===== src/dmove_pkg.sv =====
// Constants and types for the data-movement instruction decoder
package dmove_pkg;
    localparam int WORD_W = 16;
    localparam int ADDR_W = 12;
    localparam int DATA_W = 8;
    // Opcode prefixes
    localparam logic [7:0] OP_PTR_LOAD = 8'hee;
    localparam logic [1:0] OP_PTR_LOAD_SUB = 2'h0;
    localparam logic [7:0] OP_SECOND = 8'hf0;
    localparam logic [3:0] OP_SECOND_NIB = 4'hf;
    localparam logic [5:0] OP_FILE_MOVE = 6'h14;
    localparam logic [3:0] OP_REG_MOVE = 4'hc;
    localparam logic [7:0] OP_BANK_LOAD = 8'h01;
    // Field positions
    localparam int POS_DEST = 9;
    localparam int POS_ACC = 8;
    localparam int POS_PSEL = 4;
    // Indexed literal offset threshold for the access bank
    localparam logic [7:0] INDEXED_LIMIT = 8'h5f;
    // Access bank upper half base (addresses 80h..ffh map to f80h..fffh)
    localparam logic [7:0] ACCESS_SPLIT = 8'h80;
    localparam logic [3:0] ACCESS_HI_BANK = 4'hf;
    localparam logic [3:0] BANK_RESET = 4'h0;
    localparam int NUM_PTRS = 3;

    typedef enum logic [1:0] {
        DST_NONE,
        DST_ACC,
        DST_FILE
    } dest_type;

    // Q1..Q4 phases of one instruction cycle
    typedef enum logic [1:0] {
        PH_Q1,
        PH_Q2,
        PH_Q3,
        PH_Q4
    } phase_type;
endpackage : dmove_pkg


===== src/dmove_bus_if.sv =====
// Decoded operation passed from the decoder front end to the executer
`timescale 1ns/1ps
`default_nettype none
interface dmove_bus_if;
    import dmove_pkg::*;
    logic is_ptr;
    logic is_file;
    logic is_reg;
    logic is_bank;
    logic is_second;
    logic [ADDR_W-1:0] file_addr;
    logic indexed;
    logic to_acc;
    modport dec (output is_ptr, is_file, is_reg, is_bank, is_second, file_addr, indexed, to_acc);
    modport exe (input is_ptr, is_file, is_reg, is_bank, is_second, file_addr, indexed, to_acc);
endinterface : dmove_bus_if
`default_nettype wire


===== src/dmove_decode.sv =====
// Combinational opcode decode and file address formation
`timescale 1ns/1ps
`default_nettype none
module dmove_decode
    import dmove_pkg::*;
(
    // Instruction and state
    input wire logic [WORD_W-1:0] i_word,
    input wire logic [3:0] i_bank,
    input wire logic i_ext_en,
    // Decoded fields
    dmove_bus_if.dec bus
);
    wire logic [7:0] f_field = i_word[7:0];
    wire logic acc_bit = i_word[POS_ACC];

    assign bus.is_ptr = (i_word[15:8] == OP_PTR_LOAD) && (i_word[7:6] == OP_PTR_LOAD_SUB);
    assign bus.is_second = (i_word[15:12] == OP_SECOND_NIB);
    assign bus.is_file = (i_word[15:10] == OP_FILE_MOVE);
    assign bus.is_reg = (i_word[15:12] == OP_REG_MOVE);
    assign bus.is_bank = (i_word[15:8] == OP_BANK_LOAD);
    assign bus.to_acc = ~i_word[POS_DEST];
    // Access bank low part may be redirected to indexed mode
    assign bus.indexed = ~acc_bit && i_ext_en && (f_field <= INDEXED_LIMIT);
    // Bank select above the 8-bit field; access bank splits low/high
    assign bus.file_addr = acc_bit ? {i_bank, f_field}
                         : (f_field >= ACCESS_SPLIT) ? {ACCESS_HI_BANK, f_field} : {4'h0, f_field};
endmodule : dmove_decode
`default_nettype wire


===== src/dmove_core.sv =====
// Execution of pointer load, file move, register move and bank select load
`timescale 1ns/1ps
`default_nettype none
// Operation
// - Pointer load is two words over two cycles, pointer bits 11:8 written in cycle one and the low byte in cycle two.
// - File move is one word, one cycle, any location of the 256-byte bank, affecting only N and Z.
// - File move destination bit 0 sends the value to the accumulator, 1 writes it back to the file.
// - Access bit 0 addresses the access bank, 1 uses the bank select register.
// - With access bit 0 and extended set enabled, a file address up to 5Fh uses indexed literal offset mode.
// - Register move is two words, source read in cycle one, destination written in Q4 of cycle two, no flags.
// - Register move source and destination span the full 12-bit data space, the accumulator included; here the accumulator is a separate register outside it.
// - Bank select load writes the literal low nibble and keeps bits 7:4 at zero.
module dmove_core
    import dmove_pkg::*;
(
    // Clock and reset
    input wire logic i_clk,
    input wire logic i_rst,
    input wire logic i_ce,
    // Instruction fetch
    input wire logic [WORD_W-1:0] i_instr,
    input wire logic i_instr_valid,
    input wire logic i_ext_en,
    // Data memory read data, valid in Q3
    input wire logic [DATA_W-1:0] i_rdata,
    // Data memory
    output logic [ADDR_W-1:0] o_addr,
    output logic o_rd,
    output logic o_wr,
    output logic [DATA_W-1:0] o_wdata,
    output logic o_indexed,
    // Architectural state
    output logic [DATA_W-1:0] o_acc,
    output logic [DATA_W-1:0] o_bank_sel,
    output logic o_neg,
    output logic o_zero,
    output logic [NUM_PTRS*ADDR_W-1:0] o_ptrs,
    output logic [1:0] o_phase,
    output logic o_busy
);
    dmove_bus_if bus();
    phase_type phase_q;
    logic [WORD_W-1:0] ir_q;
    logic [3:0] bank_q;
    logic [DATA_W-1:0] acc_q, hold_q, wdata_q;
    logic [ADDR_W-1:0] addr_q;
    logic rd_q, wr_q, idx_q, neg_q, zero_q;
    logic second_q, pend_ptr_q, pend_reg_q;
    logic [1:0] psel_q;
    logic [ADDR_W-1:0] ptr_q [NUM_PTRS];
    logic dest_acc_q;

    dmove_decode u_decode (
        .i_word(ir_q),
        .i_bank(bank_q),
        .i_ext_en(i_ext_en),
        .bus(bus)
    );

    function automatic logic is_zero(input logic [DATA_W-1:0] v);
        return v == '0;
    endfunction : is_zero

    // Source address for the register move is the full 12-bit field
    wire logic [ADDR_W-1:0] full_addr = ir_q[ADDR_W-1:0];
    wire logic in_second = second_q && bus.is_second;
    wire logic first_file = !second_q && bus.is_file;
    wire logic first_reg = !second_q && bus.is_reg;
    wire logic first_ptr = !second_q && bus.is_ptr;
    wire logic first_bank = !second_q && bus.is_bank;

    always_ff @(posedge i_clk) begin
        if (i_rst) begin
            phase_q <= PH_Q1;
            ir_q <= '0;
            second_q <= 1'b0;
            pend_ptr_q <= 1'b0;
            pend_reg_q <= 1'b0;
        end else if (i_ce) begin
            phase_q <= phase_type'(phase_q + 2'd1);
            // An empty slot decodes as no operation, so a stale word never runs twice
            if (phase_q == PH_Q1) begin
                ir_q <= i_instr_valid ? i_instr : '0;
            end
            if (phase_q == PH_Q4) begin
                // Second word of a two-word op follows the first
                second_q <= (first_ptr || first_reg);
                pend_ptr_q <= first_ptr;
                pend_reg_q <= first_reg;
            end
        end
    end

    always_ff @(posedge i_clk) begin
        if (i_rst) begin
            bank_q <= BANK_RESET;
            acc_q <= '0;
            hold_q <= '0;
            addr_q <= '0;
            rd_q <= 1'b0;
            wr_q <= 1'b0;
            wdata_q <= '0;
            idx_q <= 1'b0;
            neg_q <= 1'b0;
            zero_q <= 1'b0;
            psel_q <= '0;
            dest_acc_q <= 1'b0;
            for (int i = 0; i < NUM_PTRS; i++) begin
                ptr_q[i] <= '0;
            end
        end else if (i_ce) begin
            rd_q <= 1'b0;
            wr_q <= 1'b0;
            case (phase_q)
                PH_Q2: begin
                    if (first_file) begin
                        addr_q <= bus.file_addr;
                        idx_q <= bus.indexed;
                        rd_q <= 1'b1;
                    end else if (first_reg) begin
                        addr_q <= full_addr;
                        idx_q <= 1'b0;
                        rd_q <= 1'b1;
                    end
                    // Second word of register move: no dummy read
                end
                PH_Q3: begin
                    if (first_file || first_reg) begin
                        hold_q <= i_rdata;
                    end
                end
                PH_Q4: begin
                    if (first_ptr) begin
                        psel_q <= ir_q[POS_PSEL +: 2];
                        if (ir_q[POS_PSEL +: 2] < 2'(NUM_PTRS)) begin
                            ptr_q[ir_q[POS_PSEL +: 2]][11:8] <= ir_q[3:0];
                        end
                    end else if (in_second && pend_ptr_q) begin
                        if (psel_q < 2'(NUM_PTRS)) begin
                            ptr_q[psel_q][7:0] <= ir_q[7:0];
                        end
                    end else if (in_second && pend_reg_q) begin
                        // Destination is the data memory byte at the full 12-bit field; the accumulator is not mapped
                        addr_q <= full_addr;
                        wdata_q <= hold_q;
                        idx_q <= 1'b0;
                        wr_q <= 1'b1;
                    end else if (first_file) begin
                        neg_q <= hold_q[DATA_W-1];
                        zero_q <= is_zero(hold_q);
                        if (bus.to_acc) begin
                            acc_q <= hold_q;
                        end else begin
                            wdata_q <= hold_q;
                            wr_q <= 1'b1;
                        end
                    end else if (first_bank) begin
                        bank_q <= ir_q[3:0];
                    end
                end
                default: begin
                end
            endcase
        end
    end

    assign o_addr = addr_q;
    assign o_rd = rd_q;
    assign o_wr = wr_q;
    assign o_wdata = wdata_q;
    assign o_indexed = idx_q;
    assign o_acc = acc_q;
    assign o_bank_sel = {4'h0, bank_q};
    assign o_neg = neg_q;
    assign o_zero = zero_q;
    assign o_ptrs = {ptr_q[2], ptr_q[1], ptr_q[0]};
    assign o_phase = phase_q;
    assign o_busy = second_q;
endmodule : dmove_core
`default_nettype wire


===== config.mk =====
export PLATFORM = sky130hd
export DESIGN_NAME = dmove_core
export DESIGN_NICKNAME = d
export VERILOG_FILES = /design/src/dmove_pkg.sv /design/src/dmove_bus_if.sv /design/src/dmove_decode.sv /design/src/dmove_core.sv
export SDC_FILE = /design/constraint.sdc
export NUM_CORES = 1
export LEC_CHECK = 0
export ABC_AREA = 0
export BUFFER_PORTS_ARGS = -buffer_cell sky130_fd_sc_hd__buf_2
export CORE_MARGIN = 4
export CORE_UTILIZATION = 48
export DETAILED_ROUTE_END_ITERATION = 8
export GPL_TIMING_DRIVEN = 0
export PLACE_DENSITY = 0.79
export REMOVE_ABC_BUFFERS = 1
export SLEW_MARGIN = 25
export SYNTH_ARGS = -nofsm -noshare
export SYNTH_HDL_FRONTEND = slang
export SYNTH_SLANG_ARGS = --single-unit
export TNS_END_PERCENT = 100

===== constraint.sdc =====
create_clock -name i_clk -period 2.12 [get_ports i_clk]
set_input_delay 0.424 -clock i_clk [delete_from_list [all_inputs] [get_ports i_clk]]
set_output_delay 0.424 -clock i_clk [all_outputs]
set_load 0.02 [all_outputs]

======== Word level (Yosys, flattened, before mapping) ========
Memories as Yosys holds them, arrays and structs flattened.
Cells that the tools add are included.
cells by class
  add/sub/neg operators ................... 1
  $lt $le $gt $ge ......................... 4
  eq/ne operators ......................... 12
  multiplexer cells ....................... 48
  bitwise operators ....................... 6
  reduce and logical (&&, ||, !) cells .... 30
operators by type and width
  kind                count
  $mux 12             9
  $mux 1              29
  $mux 8              3
  $pmux 12 s2         1
  $reduce_or 12->1    2
  $reduce_and 6->1    3
  $mux 16             1
  $reduce_and 7->1    2
  $logic_and 1x1->1   10
  $eq 4x4->1 const B  2
  $eq 8x1->1 const B  1
  $eq 8x8->1 const B  1
  $ge 8x8->1 const B  1
  $le 8x7->1 const B  1
  $logic_not 8->1     1
  $mux 2              4
  $eq 6x5->1 const B  1
  $not 1->1           6
  $reduce_and 3->1    2
  $reduce_bool 2->1   3
  $eq 2x2->1 const B  2
  $logic_not 2->1     2
  $lt 2x2->1 const B  2
  $ne 2x2->1 const B  2
  other kinds (8)     10
storage, ports and cells
  bits in registers ....................... 68
  bits in writable memories ............... 36
  bits of input ports ..................... 29
  output and inout bits ................... 80
  memories kept ........................... 1
memories
  memory  words  bits a word  read ports  clocked after memory_dff  wr ports  RTL line          RTL
  ptr_q   3      12           3           0                         3         dmove_core.sv:50  logic [ADDR_W-1:0] ptr_q [NUM_PTRS];

======== Depth between registers and ports, before layout ========
  depth after elaboration ................. 11
  mapped depth ............................ 7
  mapped depth without buffers ............ 5

======== By module ========
Synthesis repeated with hierarchy kept, for this count alone.
unflattened totals
  cells, all modules ...................... 417
  area total of the unflattened synthesis .. 4449.3 µm²
by module, submodules not included
  module        instances  cells an instance  area an instance (µm²)  sequential area each (µm²)
  dmove_core    1          385                4260.3                  2442.3
  dmove_decode  1          32                 188.9                   0.0

======== Worst setup path before layout ========
OpenSTA, ideal clock, no wires.
  path kind ............................... register to register
  from .................................... reg phase_q[0] (netlist: o_phase[0])
  to ...................................... mem ptr_q[2][0] (enable)
  arrival ................................. 2.096 ns
  data required time ...................... 1.791 ns
  path slack .............................. -0.305 ns
  cell stages (with the launch flop) ...... 7
  clock period less this slack ............ 2.425 ns
  cells stage by stage .................... dfxtp_1 ha_1 buf_2 nand2_4 or4_4 nor3b_2 or2_1
RTL lines
  item                      RTL line          RTL
  start: declaration        dmove_core.sv:42  phase_type phase_q;
  start signal: assignment  dmove_core.sv:80  phase_q <= phase_type'(phase_q + 2'd1);
  end: declaration          dmove_core.sv:50

==> results.yml <==
placed_design:
  place_area_mm2: 0.005005
  gp_congestion: 0.8663
  port_buffers: 104
  dp_cells: 618
  dp_hpwl_um: 7078
power_and_ir_drop:
  ir_drop_mv: 0.5714
  p_switching_uw: 973.1
  p_per_area_mw_per_mm2: 716.9
  switching_share_pct: 24.91
  clkPwrFrac_pct: 36.6
  seqPwrFrac_pct: 55.2
  p_int_uw: 2933
  power_uw: 3906
  share_comb_of_total_power_pct: 8.2
  p_leak_uw: 0.002104
clock_network:
  cts_hold_buf: 0
  cts_tree: "done"
  clkLatencyLatePin_ns: 0.37
  cts.sink_count: 104
  path_clk_slew_ns: 0.10
  cts_made_buffers: 9
  htreeDepth: 3
  cts_buffer_depth: 2
  clockRootBuffer: "clkbuf_8"
sta:
  worst_pin_slew_ns: 0.7147
  skew_ns: 0.01568
  period_share_pct: 97.89
  rsz0062_at_grt: "yes"
  slew_violations: 0
  relSlewSlack_pct: 52.00
  setup_viol: 0
  fmax_ghz: 0.4819
  hold_violations: 0
  min_period_ns: 2.075
worst_setup_path:
  critPathTopFamily: "simple AND/OR/NAND/NOR gates"
  arrival_ns: 2.13
  worst-path-buf-inv: 0
  cp-start-kind: "flip-flop"
  crit_chain: "or4_4 -> or4_4 -> o31ai_4"
  crit_path_end_kind: "flip-flop"
  critPathKind: "flip-flop to flip-flop"
  worstPathMaxFanout: 5
  critPathSlowestCell: "or4_4"
  cp_data_required_time_ns: 2.17
  crit_top_cell: "or4_4"
  slowest_delay_ns: 0.55
routing:
  drtIter0Drc: 221
  drt-total-wl_um: 10230
  drt.antenna.violating_nets: 0
  vias: 3455
  viasPerCell: 5.365
  drc: 0
  wl_per_cell_um: 15.88
  drt-pass1-iter-count: 4
final_layout:
  instances_no_fill: 644
  area_growth_pct: 21.51
  n_antenna_cell: 0
  drive_gt1_share_pct: 31.14
  fin_nets: 561
  design_area_mm2: 0.005449
synthesis:
  syn_avg_cell_area_um2: 10.40
  synth_edf_count: 36
  synth-seq-area-share_pct: 54.46
  synth-main-ff-cell: "dfxtp_1"
  ys_ff_latch: 104
  syn_inst: 431
  syn-cell-area_mm2: 0.004484
  yosysWarnings: 0
  async_reset_ff_share_pct: 0
  ys_types: 55
global_routing:
  grt_max_degree: 60
  antenna_found_initial: 0
  grt_pass1_vias: 3314
  grt-ovfl-total: 0
  grt_pass1_wl_um: 16390
  grt_use_total_pct: 18.58
floorplan:
  fp-row-count: 35
  fp.dieH_um: 104.7
  start_util_pct: 49.00
  die_area_mm2: 0.01095
  coreArea_mm2: 0.009153
  io_pins: 109
  die_w_um: 104.7
job:
  maxCapViolations: 0
status:
  status: "finished clean"
worst_hold_path:
  hold_class: "input pin to flip-flop"
==> through the flow <==
stage                     util, %  hold slack [ns]  worst slack [ns]  setup TNS, ns
after floorplan                 -           0.4441           -0.3605         -11.44
after global placement      54.52           0.4401            -1.349         -59.60
after detailed placement    54.68           0.4474           -0.7972         -39.48
after CTS                   58.37           0.2809          0.001918              0
after global routing        59.54           0.2815          -0.04770        -0.2044
final                       59.54           0.2991           0.04478              0
==> worst register-to-register path, stage by stage, from the launching register on <==
cell	delay, ns
dfxtp_4	0.37
or4_4	0.54
or4_4	0.55
o31ai_4	0.30
==> metal layers <==
layer	track usage (%)	wire length (um)
met1	22.06	4183
met2	32.29	5167
met3	4.880	675
met4	6.935	199
met5	0	0
==> cell families after synthesis <==
| group | share of synthesized area [%] |
|---|---|
| other | 0.08363 |
| xor gates and xnor gates | 0.1953 |
| DFF | 54.46 |
| buffers and inverters | 4.185 |
| and+or+nand+nor | 23.24 |
| adders and majority gates | 1.116 |
| AOI/OAI and AO/OA | 8.119 |
| muxes | 8.594 |
==> area by class of cell <==
type,instances,area [um^2]
well taps,111,138.9
flip-flops and latches,104,2459
clock inverters,6,98.84
clock buffers,10,137.6
inverters,6,27.53
fillers,738,3704
repair buffers,115,605.6
multi-input cells,292,1982
==> repair_timing <==
item | in CTS | in global routing
setup endpoints to repair | 83 | 54
pin swaps | 4 | 3
gates resized for setup | 21 | 9
buffers inserted | 3 | 7
endpoints found under the hold margin | 0 | 0
==> layout by cell type (no fill, tap or decap), types with 10 or more instances in the layout <==
master    netlist  layout
and2_1         33      33
nor2_1         16      16
clkbuf_8        0      10
nand3_1        32      31
nand2_1        60      60
a21oi_1        32      32
mux2i_1        37      37
buf_4           4      12
buf_2           6     103
o21ai_0        13      12
dfxtp_1        68      63
edfxtp_1       36      36
==> flip-flops by register name, summed over array words and instances (netlist names), 2 cells and up <==
register  count
ptr_q        36
psel_q        2
o_addr       12
bank_q        4
ir_q         16
o_acc         8
o_phase       2
hold_q        8
o_wdata       8
==> power by group through the flow <==
stage | clock, uW | sequential, uW | combinational (uW)
finish | 1430 | 2150 | 322
global route | 1530 | 2160 | 351
floorplan | 0 | 2240 | 130
global placement | 0 | 2200 | 289
CTS | 1450 | 2160 | 304
detailed placement | 0 | 2210 | 296
==> path summary, 6_finish.rpt <==
kind | from | slack (ns) | cells past startpoint | endpoint
max | ir_q[6] | 0.04 | 3 | ptr_q[2][11]
min | i_rdata[2] | 0.30 | 3 | hold_q[2]
max reg2reg | ir_q[6] | 0.04 | 3 | ptr_q[2][11]
min reg2reg | o_wdata[5] | 0.46 | 2 | o_wdata[5]
==> cells in the mapped netlist, types with 3 or more instances <==
library cell / count / area [um^2]
or2_1: 4 / 25.02
ha_1: 4 / 50.05
or4_4: 3 / 33.78
dfxtp_1: 68 / 1361
edfxtp_1: 36 / 1081
nor2_1: 16 / 60.06
clkbuf_1: 18 / 67.56
and2_1: 33 / 206.5
buf_6: 3 / 33.78
nor4b_1: 5 / 43.79
buf_4: 4 / 30.03
inv_1: 5 / 18.77
o21ai_0: 13 / 65.06
a21oi_1: 32 / 160.2
nor4_1: 7 / 43.79
buf_2: 6 / 30.03
nand3_1: 32 / 160.2
nand2_1: 60 / 225.2
mux2i_1: 37 / 370.4
Power figures use the tool's default switching activity.
